$ cat config.mk
export PLATFORM = sky130hd
export DESIGN_NAME = srg_top
export DESIGN_NICKNAME = d
export VERILOG_FILES = /design/src/hw/srg_pkg.sv /design/src/hw/srg_pulse.sv /design/src/hw/srg_top.sv
export VERILOG_INCLUDE_DIRS = /design/src /design/src/hw
export SDC_FILE = /design/constraint.sdc
export NUM_CORES = 1
export LEC_CHECK = 0
export BUFFER_PORTS_ARGS = -buffer_cell sky130_fd_sc_hd__buf_2
export CORE_MARGIN = 5
export CORE_UTILIZATION = 51
export DETAILED_ROUTE_END_ITERATION = 12
export PLACE_DENSITY = 0.86
export RECOVER_POWER = 25
export SLEW_MARGIN = 20
export SYNTH_ARGS = -nofsm -noshare
export SYNTH_HDL_FRONTEND = slang
export SYNTH_SLANG_ARGS = --single-unit
$ cat constraint.sdc
create_clock -name sys_clk -period 2.22 [get_ports sys_clk]
set_input_delay 0.333 -clock sys_clk [delete_from_list [all_inputs] [get_ports sys_clk]]
set_output_delay 0.333 -clock sys_clk [all_outputs]
set_load 0.01 [all_outputs]
$ cat src/hw/srg_regs.svh
// srg_regs.svh: constants of the reset generator
// assumes a 100 MHz sys_clk standing for the double-rate cpu clock
`ifndef SRG_REGS_SVH
`define SRG_REGS_SVH
`define SRG_FPU_SOFT_PORT 16'h00F1
`define SRG_HOT_CYCLES 16
`define SRG_FPU_FULL_CYCLES 256
`define SRG_FPU_HALF_CYCLES 128
`define SRG_FPU_HALF_RATIO 2
`define SRG_CNT_W 9
`define SRG_AGE_W 10
`endif

$ cat src/hw/srg_pkg.sv
// srg_pkg.sv: types of the reset generator
// assumes nothing beyond the constants header
package srg_pkg;
    typedef enum logic [1:0] {SRG_IDLE, SRG_RUN} srg_pulse_t;
endpackage : srg_pkg

$ cat src/hw/srg_pulse.sv
// srg_pulse.sv: retriggerable minimum-width pulse stretcher
// assumes synchronous trigger and counts in sys_clk cycles
`timescale 1ns/10ps
`include "srg_regs.svh"
module srg_pulse (
    input wire logic sys_clk,
    input wire logic resetn,
    input wire logic trigger,
    input wire logic [`SRG_CNT_W-1:0] length,
    output logic busy
);
    srg_pkg::srg_pulse_t state;
    logic [`SRG_CNT_W-1:0] count;

    always_ff @(posedge sys_clk)
    begin
        if (!resetn)
        begin
            state <= srg_pkg::SRG_IDLE;
            count <= '0;
        end
        else if (trigger)
        begin
            state <= srg_pkg::SRG_RUN;
            count <= length - `SRG_CNT_W'(1);
        end
        else
        begin
            unique case (state)
                srg_pkg::SRG_IDLE: count <= '0;
                srg_pkg::SRG_RUN:
                begin
                    if (count == '0)
                        state <= srg_pkg::SRG_IDLE;
                    else
                        count <= count - `SRG_CNT_W'(1);
                end
                default: state <= srg_pkg::SRG_IDLE;
            endcase
        end
    end

    assign busy = (state == srg_pkg::SRG_RUN);
endmodule : srg_pulse

$ cat src/hw/srg_top.sv
// srg_top.sv: system, cpu, coprocessor and channel reset generation
// assumes all inputs synchronous to sys_clk (double-rate cpu clock)
`timescale 1ns/10ps
`include "srg_regs.svh"
module srg_top (
    input wire logic sys_clk,
    input wire logic resetn,
    input wire logic power_ok_input,
    input wire logic kbd_shutdown,
    input wire logic cpu_shutdown_cycle,
    input wire logic hot_reset_write,
    input wire logic soft_channel_reset,
    input wire logic io_write,
    input wire logic io_from_cpu,
    input wire logic [15:0] io_addr,
    input wire logic fpu_half_speed,
    output logic system_reset_out,
    output logic cpu_reset_out,
    output logic fpu_reset_out,
    output logic channel_reset_out
);
    logic fpu_soft_hit;
    logic hot_busy;
    logic fpu_busy;
    logic power_bad;
    logic [`SRG_CNT_W-1:0] fpu_len;
    logic [`SRG_AGE_W-1:0] hot_age;
    logic [`SRG_AGE_W-1:0] soft_age;
    logic soft_half;

    function automatic logic [`SRG_CNT_W-1:0] srg_cycles(input int n);
        return `SRG_CNT_W'(n);
    endfunction : srg_cycles

    function automatic logic [`SRG_AGE_W-1:0] srg_age_next(input logic [`SRG_AGE_W-1:0] a);
        return (&a) ? a : a + `SRG_AGE_W'(1);
    endfunction : srg_age_next

    assign power_bad = !power_ok_input;
    assign fpu_soft_hit = io_write && io_from_cpu
        && (io_addr == `SRG_FPU_SOFT_PORT);
    // half speed: 128 coprocessor clocks of two cpu clocks each
    assign fpu_len = fpu_half_speed
        ? srg_cycles(`SRG_FPU_HALF_CYCLES * `SRG_FPU_HALF_RATIO - 1)
        : srg_cycles(`SRG_FPU_FULL_CYCLES);

    srg_pulse u_hot (
        .sys_clk(sys_clk),
        .resetn(resetn),
        .trigger(hot_reset_write),
        .length(srg_cycles(`SRG_HOT_CYCLES)),
        .busy(hot_busy)
    );

    srg_pulse u_fpu (
        .sys_clk(sys_clk),
        .resetn(resetn),
        .trigger(fpu_soft_hit),
        .length(fpu_len),
        .busy(fpu_busy)
    );

    // system reset follows power status
    always_ff @(posedge sys_clk)
    begin
        if (!resetn)
            system_reset_out <= 1'b1;
        else
            system_reset_out <= power_bad;
    end

    // cpu-only reset sources
    always_ff @(posedge sys_clk)
    begin
        if (!resetn)
            cpu_reset_out <= 1'b1;
        else
            cpu_reset_out <= power_bad || hot_reset_write || hot_busy
                || kbd_shutdown || cpu_shutdown_cycle;
    end

    // coprocessor-only reset sources
    always_ff @(posedge sys_clk)
    begin
        if (!resetn)
            fpu_reset_out <= 1'b1;
        else
            fpu_reset_out <= power_bad || fpu_soft_hit || fpu_busy;
    end

    // channel reset
    always_ff @(posedge sys_clk)
    begin
        if (!resetn)
            channel_reset_out <= 1'b1;
        else
            channel_reset_out <= power_bad || soft_channel_reset;
    end

    // cycles since the last hot reset, saturating
    always_ff @(posedge sys_clk)
    begin
        if (!resetn)
            hot_age <= '1;
        else if (hot_reset_write)
            hot_age <= '0;
        else
            hot_age <= srg_age_next(hot_age);
    end

    // cycles since the last accepted soft write, and its speed
    always_ff @(posedge sys_clk)
    begin
        if (!resetn)
        begin
            soft_age <= '1;
            soft_half <= 1'b0;
        end
        else if (fpu_soft_hit)
        begin
            soft_age <= '0;
            soft_half <= fpu_half_speed;
        end
        else
            soft_age <= srg_age_next(soft_age);
    end

    // source and level checks
    AST_SYS_FOLLOWS_POWER: assert property (@(posedge sys_clk) disable iff (!resetn)
        !power_ok_input |=> system_reset_out)
        else $error("system reset missing while power bad");
    AST_POWER_ALL: assert property (@(posedge sys_clk) disable iff (!resetn)
        !power_ok_input |=> (cpu_reset_out && fpu_reset_out && channel_reset_out))
        else $error("power-on did not assert all resets");
    AST_HOT_WIDTH: assert property (@(posedge sys_clk) disable iff (!resetn)
        (power_ok_input && hot_reset_write) |=> cpu_reset_out [*8] ##1 cpu_reset_out [*8])
        else $error("hot reset pulse shorter than sixteen clocks");
    AST_KBD: assert property (@(posedge sys_clk) disable iff (!resetn)
        kbd_shutdown |=> cpu_reset_out)
        else $error("keyboard shutdown without cpu reset");
    AST_FPU_SOFT: assert property (@(posedge sys_clk) disable iff (!resetn)
        fpu_soft_hit |=> fpu_reset_out)
        else $error("soft port write without coprocessor reset");
    AST_FPU_FULL: assert property (@(posedge sys_clk) disable iff (!resetn)
        (fpu_soft_hit && !fpu_half_speed) |=> ##255 fpu_reset_out)
        else $error("coprocessor reset shorter than 256 clocks");
    AST_FPU_HALF: assert property (@(posedge sys_clk) disable iff (!resetn)
        (fpu_soft_hit && fpu_half_speed) |=> ##255 fpu_reset_out)
        else $error("half speed coprocessor reset too short");
    AST_NOT_CPU: assert property (@(posedge sys_clk) disable iff (!resetn)
        (io_write && !io_from_cpu && !fpu_busy && power_ok_input) |=> !fpu_reset_out)
        else $error("coprocessor reset from a foreign master");
    AST_CHAN_ONLY: assert property (@(posedge sys_clk) disable iff (!resetn)
        (power_ok_input && soft_channel_reset) |=> !system_reset_out)
        else $error("channel reset raised system reset");

    // every output held while in reset
    AST_HOLD_ALL: assert property (@(posedge sys_clk)
        !resetn |=> (system_reset_out && cpu_reset_out && fpu_reset_out && channel_reset_out))
        else $error("reset outputs not all held during reset");

    // shutdown raises cpu reset; outputs only raised by their own sources
    AST_SYS_RELEASE: assert property (@(posedge sys_clk) disable iff (!resetn)
        power_ok_input |=> !system_reset_out)
        else $error("system reset without power fault");
    AST_SHUTDOWN: assert property (@(posedge sys_clk) disable iff (!resetn)
        cpu_shutdown_cycle |=> cpu_reset_out)
        else $error("processor shutdown without cpu reset");
    AST_CPU_SOURCES: assert property (@(posedge sys_clk) disable iff (!resetn)
        (power_ok_input && !hot_reset_write && !hot_busy && !kbd_shutdown
            && !cpu_shutdown_cycle) |=> !cpu_reset_out)
        else $error("cpu reset without a cpu reset source");
    AST_FPU_SOURCES: assert property (@(posedge sys_clk) disable iff (!resetn)
        (power_ok_input && !fpu_soft_hit && !fpu_busy) |=> !fpu_reset_out)
        else $error("coprocessor reset without a coprocessor source");
    AST_CHAN_SOURCES: assert property (@(posedge sys_clk) disable iff (!resetn)
        (power_ok_input && !soft_channel_reset) |=> !channel_reset_out)
        else $error("channel reset without a channel source");

    // hot reset window
    AST_HOT_HOLD: assert property (@(posedge sys_clk) disable iff (!resetn)
        (hot_age < `SRG_AGE_W'(`SRG_HOT_CYCLES)) |-> cpu_reset_out)
        else $error("cpu reset dropped inside the hot reset window");
    AST_HOT_END: assert property (@(posedge sys_clk) disable iff (!resetn)
        ((hot_age > `SRG_AGE_W'(`SRG_HOT_CYCLES)) && $past(resetn) && $past(power_ok_input)
            && !$past(kbd_shutdown) && !$past(cpu_shutdown_cycle)) |-> !cpu_reset_out)
        else $error("cpu reset outlived the hot reset window");

    // coprocessor soft reset window
    AST_FULL_HOLD: assert property (@(posedge sys_clk) disable iff (!resetn)
        (!soft_half && (soft_age < `SRG_AGE_W'(`SRG_FPU_FULL_CYCLES))) |-> fpu_reset_out)
        else $error("full speed coprocessor reset dropped early");
    AST_FULL_END: assert property (@(posedge sys_clk) disable iff (!resetn)
        (!soft_half && (soft_age > `SRG_AGE_W'(`SRG_FPU_FULL_CYCLES)) && $past(resetn)
            && $past(power_ok_input)) |-> !fpu_reset_out)
        else $error("full speed coprocessor reset held too long");
    AST_HALF_HOLD: assert property (@(posedge sys_clk) disable iff (!resetn)
        (soft_half && (soft_age < `SRG_AGE_W'(`SRG_FPU_HALF_CYCLES * `SRG_FPU_HALF_RATIO)))
            |-> fpu_reset_out)
        else $error("half speed coprocessor reset dropped early");
    AST_HALF_END: assert property (@(posedge sys_clk) disable iff (!resetn)
        (soft_half && (soft_age >= `SRG_AGE_W'(`SRG_FPU_HALF_CYCLES * `SRG_FPU_HALF_RATIO))
            && $past(resetn) && $past(power_ok_input)) |-> !fpu_reset_out)
        else $error("half speed coprocessor reset held too long");

    // foreign and misaddressed writes
    AST_FOREIGN: assert property (@(posedge sys_clk) disable iff (!resetn)
        (io_write && !io_from_cpu && !fpu_busy) |=> !fpu_busy)
        else $error("foreign master started the coprocessor pulse");
    AST_OTHER_PORT: assert property (@(posedge sys_clk) disable iff (!resetn)
        (io_write && (io_addr != `SRG_FPU_SOFT_PORT) && !fpu_busy) |=> !fpu_busy)
        else $error("other port started the coprocessor pulse");
endmodule : srg_top

# Word-level counts from Yosys, hierarchy flattened
# Index checks and enable logic that the tools add are counted.
op_classes:
  n_addsub: 3
  n_eq_ne: 12
  muxes: 13
  n_bitwise: 3
  n_reduce_logical: 26
op_table:
  columns: ["op", "n"]
  rows:
  - ["$mux 9", 4]
  - ["$pmux 9 s2", 2]
  - ["$sub 9x1->9 const B", 3]
  - ["$logic_not 9->1", 2]
  - ["$eq 16x8->1 const B", 1]
  - ["$reduce_and 2->1", 7]
  - ["$pmux 2 s2", 2]
  - ["$logic_or 1x1->1", 7]
  - ["$ne 2x2->1 const B", 3]
  - ["$ne 3x2->1 const B", 2]
  - ["$ne 3x3->1 const B", 2]
  - ["$reduce_bool 3->1", 2]
  - ["$eq 2x1->1 const B", 2]
  - ["$logic_not 2->1", 2]
  - ["$mux 2", 2]
  - ["$mux 4", 1]
  - ["$ne 2x1->1 const B", 2]
  - ["$reduce_or 2->1", 2]
  - ["$not 1->1", 3]
  - ["$logic_and 1x1->1", 2]
  - ["$mux 1", 2]
  - ["$reduce_bool 2->1", 1]
  - ["$logic_not 1->1", 1]
totals:
  ff_bits: 26
  in_bits: 26
  wordCells: 68

# Longest topological paths before layout
# Gate-level depths: netlist (run 1).
logic_depth:
  ltp_word: 5
  mapped_depth: 7

# By module
# From an unflattened synthesis (run 1), not the netlist that was laid out.
hier_totals:
  hier_cells: 180
  hier_area_um2: 1554.0
modules_own_cells:
  columns: ["module", "n_inst", "cells_per_inst", "area_per_inst_um2", "seq_area_each_um2"]
  rows:
  - ["srg_pulse", 2, 80, 685.7, 200.2]
  - ["srg_top", 1, 20, 182.7, 80.1]

# Least setup slack after synthesis (run 1)
# OpenSTA, ideal clock, no wires.
synth_path:
  path_kind: "register to register"
  startpoint: "register u_hot.count[0]"
  endpoint: "register u_hot.count[3]"
  arrival_time_ns: 1.703
  required_time_ns: 2.097
  slack_ns: 0.394
  path_stages_with_launch: 8
  path_buffers: 1
  cell_sequence: "dfxtp_1 > inv_1 > ha_1 > or3b_1 > clkbuf_1 > or3_1 > a21oi_1 > nor3_1"
synth_via:
  elab_chain_cells: 4
  word_cells_on_any_way: 7
synth_rtl:
  columns: ["item", "line_no", "text"]
  rows:
  - ["start: declaration", "srg_pulse.sv:13", "logic [`SRG_CNT_W-1:0] count;"]
  - ["start signal: assignment", "srg_pulse.sv:25", "count <= length - `SRG_CNT_W'(1);"]
  - ["start signal: assignment", "srg_pulse.sv:36", "count <= count - `SRG_CNT_W'(1);"]
  - ["$sub 9x1->9", "srg_pulse.sv:36", null]
  - ["$mux 9", "srg_pulse.sv:33", "if (count == '0)"]
  - ["$pmux 9 s2", "srg_pulse.sv:29", "unique case (state)"]
  - ["$mux 4", "srg_pulse.sv:22", "else if (trigger)"]
# Several ways; a longest one is shown, not always the timed one. The select of a mux whose other input is x is not followed.
# A chain may end at the register's enable or synchronous reset.

# Worst setup path after layout (run 1)
layout_path:
  startpoint: "register u_fpu.count[1]"
  endpoint: "register u_fpu.count[6]"
layout_via:
  elab_chain_cells: 4
  word_cells_on_any_way: 7
layout_rtl:
  columns: ["item", "line_no"]
  rows:
  - ["start: declaration", "srg_pulse.sv:13"]
  - ["start signal: assignment", "srg_pulse.sv:25"]
  - ["start signal: assignment", "srg_pulse.sv:36"]
  - ["$sub 9x1->9", "srg_pulse.sv:36"]
  - ["$mux 9", "srg_pulse.sv:33"]
  - ["$pmux 9 s2", "srg_pulse.sv:29"]
  - ["$mux 9", "srg_pulse.sv:22"]
# Several ways; a longest one is shown, not always the timed one. The select of a mux whose other input is x is not followed.

==> reports/results.txt, run 1 <==
Sequential share of power = 0.518
Peak VDD IR = 0.0004704 V
# resized after CTS = 0
Skew final = 0.002290 ns
Clock sink total = 24
Hold_buf cts = 0
CTS root buffer = clkbuf_4
RSZ-0062 raised after global routing = false
Syn-to-layout area delta = 20.04%
Die width = 57.33 um
Outcome = finished clean
Share of layout cells above drive strength 1 = 0.2372
Syn_area_per_cell = 9.212 um2
Initial antenna violation count = 0
Pins Over Slew Limit = 0
P_int = 0.6809 mW
Wirelength, routed = 2644 um
Worst Path Required = 2.48 ns
RePlAce Congestion = 0.8248
Worst Path Arrival = 2.27 ns
Vias per inst = 6.038
Post-DP HPWL = 2053 um
Fillers = 193
Area contributors post-synth = dfxtp_1 42%, a21oi_1 4.4%, nor4_1 2.7%
Routed length per placed instance = 14.37 um
FP Rows = 17
Number of nets in the layout = 185
CTS tree = yes
Synth async-reset ratio = 0
IO Pins = 30
Yosys top cell area share = 0.4206
Total GRT Usage = 0.1734
Combinational share of power = 0.126
Crit Path Max Fanout = 8
LEAKAGE = 0.5522 nW
Clock network fraction of total power = 0.356
1st-pass router iterations = 4
P_sw = 0.2022 mW
Total number of H-tree levels = 1
Cells after Synth = 124
Fin. Hold Viols = 0
EDFF count, synth = 0
Initial drt markers = 39
Via count = 1,111
Hold Crit Class = in -> reg
Synthesized cell area = 0.001142 mm2
Largest net degree at the start of global routing = 15
Yosys reg bits = 24
Ys flop type = dfxtp_1
Die Ht = 57.33 um
Skew-Pair Late Insertion Delay = 0.31 ns
Part of the cycle the worst path needs = 0.9064
CP Class = reg -> reg
Most frequent cells after synthesis = 24 x dfxtp_1, 10 x a21oi_1, 6 x inv_1, 6 x nor2_1, 6 x nor3_1
Starting density of the core = 0.5265
Max_slew headroom = 0.5819
Die area = 0.003286 mm2
Port Buf Inserts = 29
Final ANT Viol Nets = 0
DRC = 0
Switching share of power = 0.2290
CP endpoint kind = register
Ys Warns = 0
Synth unique cells = 42
TritonCTS buffer count = 3
Setup TNS = 0 ns
Clock buffer depth = 2
First-pass GRT wire length = 4629 um
GR Overflow Total = 0
Max-cap violations = 0
Post-synth top area cell = dfxtp_1
Count leader, synth = dfxtp_1
Worst slew pin tran = 0.6272 ns
Setup repair bufs after CTS = 0
Power per cell area = 644.0 mW/mm2
CORE AREA = 0.002170 mm2
Final setup violating endpoints = 0
Total power = 0.8831 mW
Clk slew on worst S/H paths = 0.13 ns
Sequential fraction of the synthesis area = 0.4206
Period minus WS final = 2.012 ns
Startpoint Class = register
# diodes = 0
Number of global-route vias before repair = 1,109
Post-Synthesis Net Count = 152
Maximum clock frequency = 497.0 MHz
-- power groups by stage --
| stage | clock [mW] | combinational, mW | sequential (mW) |
|---|---|---|---|
| 6_report | 0.314 | 0.111 | 0.457 |
| 3_3_place_gp | 0 | 0.106 | 0.465 |
| 5_1_grt | 0.338 | 0.126 | 0.459 |
| 2_1_floorplan | 0 | 0.0669 | 0.465 |
| 4_1_cts | 0.319 | 0.113 | 0.457 |
| 3_5_place_dp | 0 | 0.112 | 0.466 |
-- worst paths after layout --
check	from	to	slack (ns)	cells past startpoint
max	u_fpu.count[1]	u_fpu.count[6]	0.21	6
min	power_ok_input	cpu_reset_out	0.19	2
max reg2reg	u_fpu.count[1]	u_fpu.count[6]	0.21	6
min reg2reg	u_fpu.count[8]	u_fpu.count[8]	0.51	1
-- critical path, cell delays in order (launching register included) --
cell and delay (ns):
dfxtp_1 0.36, inv_1 0.08, ha_1 0.23, or4b_1 0.61, or3_1 0.36, a21o_1 0.19
a21oi_2 0.12
-- final cells by class --
cell class / instances / area [um2] / area share
tap: 28 / 35.03 / 0.02555
multi-input combinational: 90 / 623.1 / 0.4544
clock buffer: 3 / 22.52 / 0.01642
clock inverter: 1 / 30.03 / 0.02190
inverter: 7 / 26.28 / 0.01916
sequential: 24 / 480.5 / 0.3504
timing repair buffer: 31 / 153.9 / 0.1122
-- kinds of logic after synthesis --
family / synth area share
fa+ha+maj: 0.02190
xor+xnor: 0.03834
buf+inv: 0.03395
flops: 0.4206
compound gates: 0.1862
simple gates: 0.2990
-- per-layer routing --
layer,track usage,vias to the layer above,part of all wire
li1,-,543,-
met1,0.2097,515,0.43
met2,0.3100,47,0.48
met3,0.02036,6,0.071
met4,0.06954,0,0.017
met5,0,-,0
-- through the flow --
step	cells	cell area [um2]	hold slack [ns]	utilization	setup WS, ns
6_report	184	1371	0.1930	0.6321	0.2079
5_1_grt	184	1371	0.1729	0.6321	0.08633
4_1_cts	184	1378	0.1918	0.6349	0.2324
3_5_place_dp	180	1325	0.4896	0.6107	0.2747
3_3_place_gp	180	1325	0.4671	0.6107	0.3444
2_1_floorplan	124	1142	0.4048	-	0.3936
-- placed cells by master (no fill, tap or decap), types with 3 or more instances in the layout --
cell type	instances
or4_1	3
dfxtp_1	24
or3_1	4
buf_2	24
nor3_1	6
nand4b_1	3
nand3_1	4
inv_1	6
clkbuf_1	5
clkbuf_4	3
xor2_1	3
nor4b_1	3
nand2_1	4
o31ai_1	3
nor4_1	5
a21oi_1	10
nor2_1	6
o21ai_0	5
-- state kept, by name (all words and copies together) (netlist names) --
| signal | count |
|---|---|
| channel_reset_out | 1 |
| cpu_reset_out | 1 |
| fpu_reset_out | 1 |
| system_reset_out | 1 |
| u_fpu.count | 9 |
| u_fpu.state | 1 |
| u_hot.count | 9 |
| u_hot.state | 1 |
Power figures use the tool's default switching activity.
==> inputs of run 2 (changes only) <==
Settings changed: RECOVER_POWER 25 to 100.
==> reports/results.txt, run 2 (synthesis gave the netlist of run 1 again) <==
Die Ht = 57.33 um (unchanged)
Worst Path Required = 2.47 ns (about the same)
Routed length per placed instance = 14.23 um (-0.95%)
RePlAce Congestion = 0.8248 (unchanged)
Worst Path Arrival = 2.26 ns (about the same)
Clock buffer depth = 2 (unchanged)
Maximum clock frequency = 496.6 MHz (about the same)
Wirelength, routed = 2619 um (-0.95%)
Final ANT Viol Nets = 0 (unchanged)
Die area = 0.003286 mm2 (unchanged)
Total number of H-tree levels = 1 (unchanged)
Share of layout cells above drive strength 1 = 0.2179 (-0.01923)
Setup TNS = 0 ns (unchanged)
# diodes = 0 (unchanged)
Peak VDD IR = 0.0004692 V (-0.26%)
CTS root buffer = clkbuf_4
First-pass GRT wire length = 4629 um (unchanged)
Most frequent cells in the layout = 24 x dfxtp_1, 24 x buf_2, 11 x a21oi_1
Hold Crit Class = in -> reg
Startpoint Class = register
Initial antenna violation count = 0 (unchanged)
Total GRT Usage = 0.1734 (unchanged)
DRC = 0 (unchanged)
Post-DP HPWL = 2053 um (unchanged)
Final core occ = 0.6257 (-0.006344)
Syn-to-layout area delta = 18.84%
Sequential share of power = 0.519 (about the same)
Starting density of the core = 0.5265 (unchanged)
Clk slew on worst S/H paths = 0.13 ns (about the same)
CP Class = reg -> reg
Final setup violating endpoints = 0 (unchanged)
TritonCTS buffer count = 3 (unchanged)
P_int = 0.6783 mW (-0.39%)
P_sw = 0.2019 mW (-0.18%)
GR Overflow Total = 0 (unchanged)
Clock sink total = 24 (unchanged)
Max-cap violations = 0 (unchanged)
Via count = 1,111 (unchanged)
Pins Over Slew Limit = 0 (unchanged)
Initial drt markers = 35 (-10%)
Skew-Pair Late Insertion Delay = 0.31 ns (about the same)
LEAKAGE = 0.5487 nW (-0.63%)
Number of global-route vias before repair = 1,109 (unchanged)
Vias per inst = 6.038 (unchanged)
Port Buf Inserts = 29 (unchanged)
CTS tree = yes
Clock network fraction of total power = 0.357 (about the same)
Part of the cycle the worst path needs = 0.9071 (about the same)
Outcome = finished clean
Largest regs = u_fpu.count: 9 flops, u_hot.count: 9 flops
1st-pass router iterations = 4 (unchanged)
Number of nets in the layout = 185 (unchanged)
Setup repair bufs after CTS = 0 (unchanged)
RSZ-0062 raised after global routing = false
Period minus WS final = 2.014 ns (+0.001513 ns)
Worst slew pin tran = 0.6301 ns (+0.002867 ns)
Fin. Hold Viols = 0 (unchanged)
FP Rows = 17 (unchanged)
# resized after CTS = 0 (unchanged)
IO Pins = 30 (unchanged)
CP endpoint kind = register
Power per cell area = 648.3 mW/mm2 (+0.67%)
Die width = 57.33 um (unchanged)
Combinational share of power = 0.123 (-0.003)
Crit Path Max Fanout = 8 (unchanged)
Switching share of power = 0.2293 (+0.0003567)
CORE AREA = 0.002170 mm2 (unchanged)
Skew final = 0.0003127 ns (-0.001977 ns)
Largest net degree at the start of global routing = 15 (unchanged)
Hold_buf cts = 0 (unchanged)
Reg2reg setup slack = 0.21 ns (about the same)
Max_slew headroom = 0.5800 (-0.001912)
run 2: cell count changes in the layout (fill, tap and decap cells not counted):
| cell | previous run | this run |
|---|---|---|
| a221oi_2 | 1 | 0 |
| a221oi_1 | 0 | 1 |
| and2_1 | 1 | 0 |
| and2_0 | 0 | 1 |
| a21oi_2 | 1 | 0 |
| a21oi_1 | 10 | 11 |
| buf_4 | 2 | 1 |
| clkbuf_1 | 5 | 6 |
run 2: area by class of cell:
type / count / area [um2]
Inverter: 7 / 26.28
Tap cell: 28 / 35.03
Multi-Input combinational cell: 90 / 613.1
Fill cell: 198 / 812.0
Timing Repair Buffer: 31 / 150.1
Sequential cell: 24 / 480.5
Clock inverter: 1 / 30.03
Clock buffer: 3 / 22.52
run 2: final timing paths:
check | start | endpoint | cells past startpoint
worst max-delay path | u_fpu.count[1] | u_fpu.count[6] | 6
worst min register to register | u_fpu.count[8] | u_fpu.count[8] | 1
worst max register to register | u_fpu.count[1] | u_fpu.count[6] | 6
worst min-delay path | power_ok_input | cpu_reset_out | 2
run 2: power by group through the flow:
stage                     logic [mW]  clock network [mW]  registers, mW
after floorplan               0.0669                   0          0.465
after CTS                      0.113               0.319          0.457
final                          0.109               0.314          0.457
after global routing           0.123               0.338          0.459
after detailed placement       0.112                   0          0.466
after global placement         0.106                   0          0.465
run 2: routing by layer:
| layer | global-route usage | routed length (um) | vias up |
|---|---|---|---|
| li1 | - | - | 543 |
| met3 | 0.02036 | 193 | 4 |
| met5 | 0 | 0 | - |
| met2 | 0.3100 | 1281 | 48 |
| met4 | 0.06954 | 32 | 0 |
| met1 | 0.2097 | 1112 | 516 |
run 2: metrics by stage:
step / instances / setup WS (ns) / hold WS, ns / cell area (um2) / total power [mW]
3_5_place_dp: 180 / 0.2747 / 0.4896 / 1325 / 0.5788
5_1_grt: 184 / 0.07959 / 0.1729 / 1358 / 0.9199
4_1_cts: 184 / 0.2324 / 0.1918 / 1378 / 0.8887
2_1_floorplan: 124 / 0.3936 / 0.4048 / 1142 / 0.5317
6_report: 184 / 0.2063 / 0.1960 / 1358 / 0.8801
3_3_place_gp: 180 / 0.3444 / 0.4671 / 1325 / 0.5707
run 2: critical path: stages, from the launching register on:
cell     delay [ns]
dfxtp_1        0.36
inv_1          0.08
ha_1           0.23
or4b_1         0.61
or3_1          0.36
a21o_1         0.18
a21oi_1        0.13
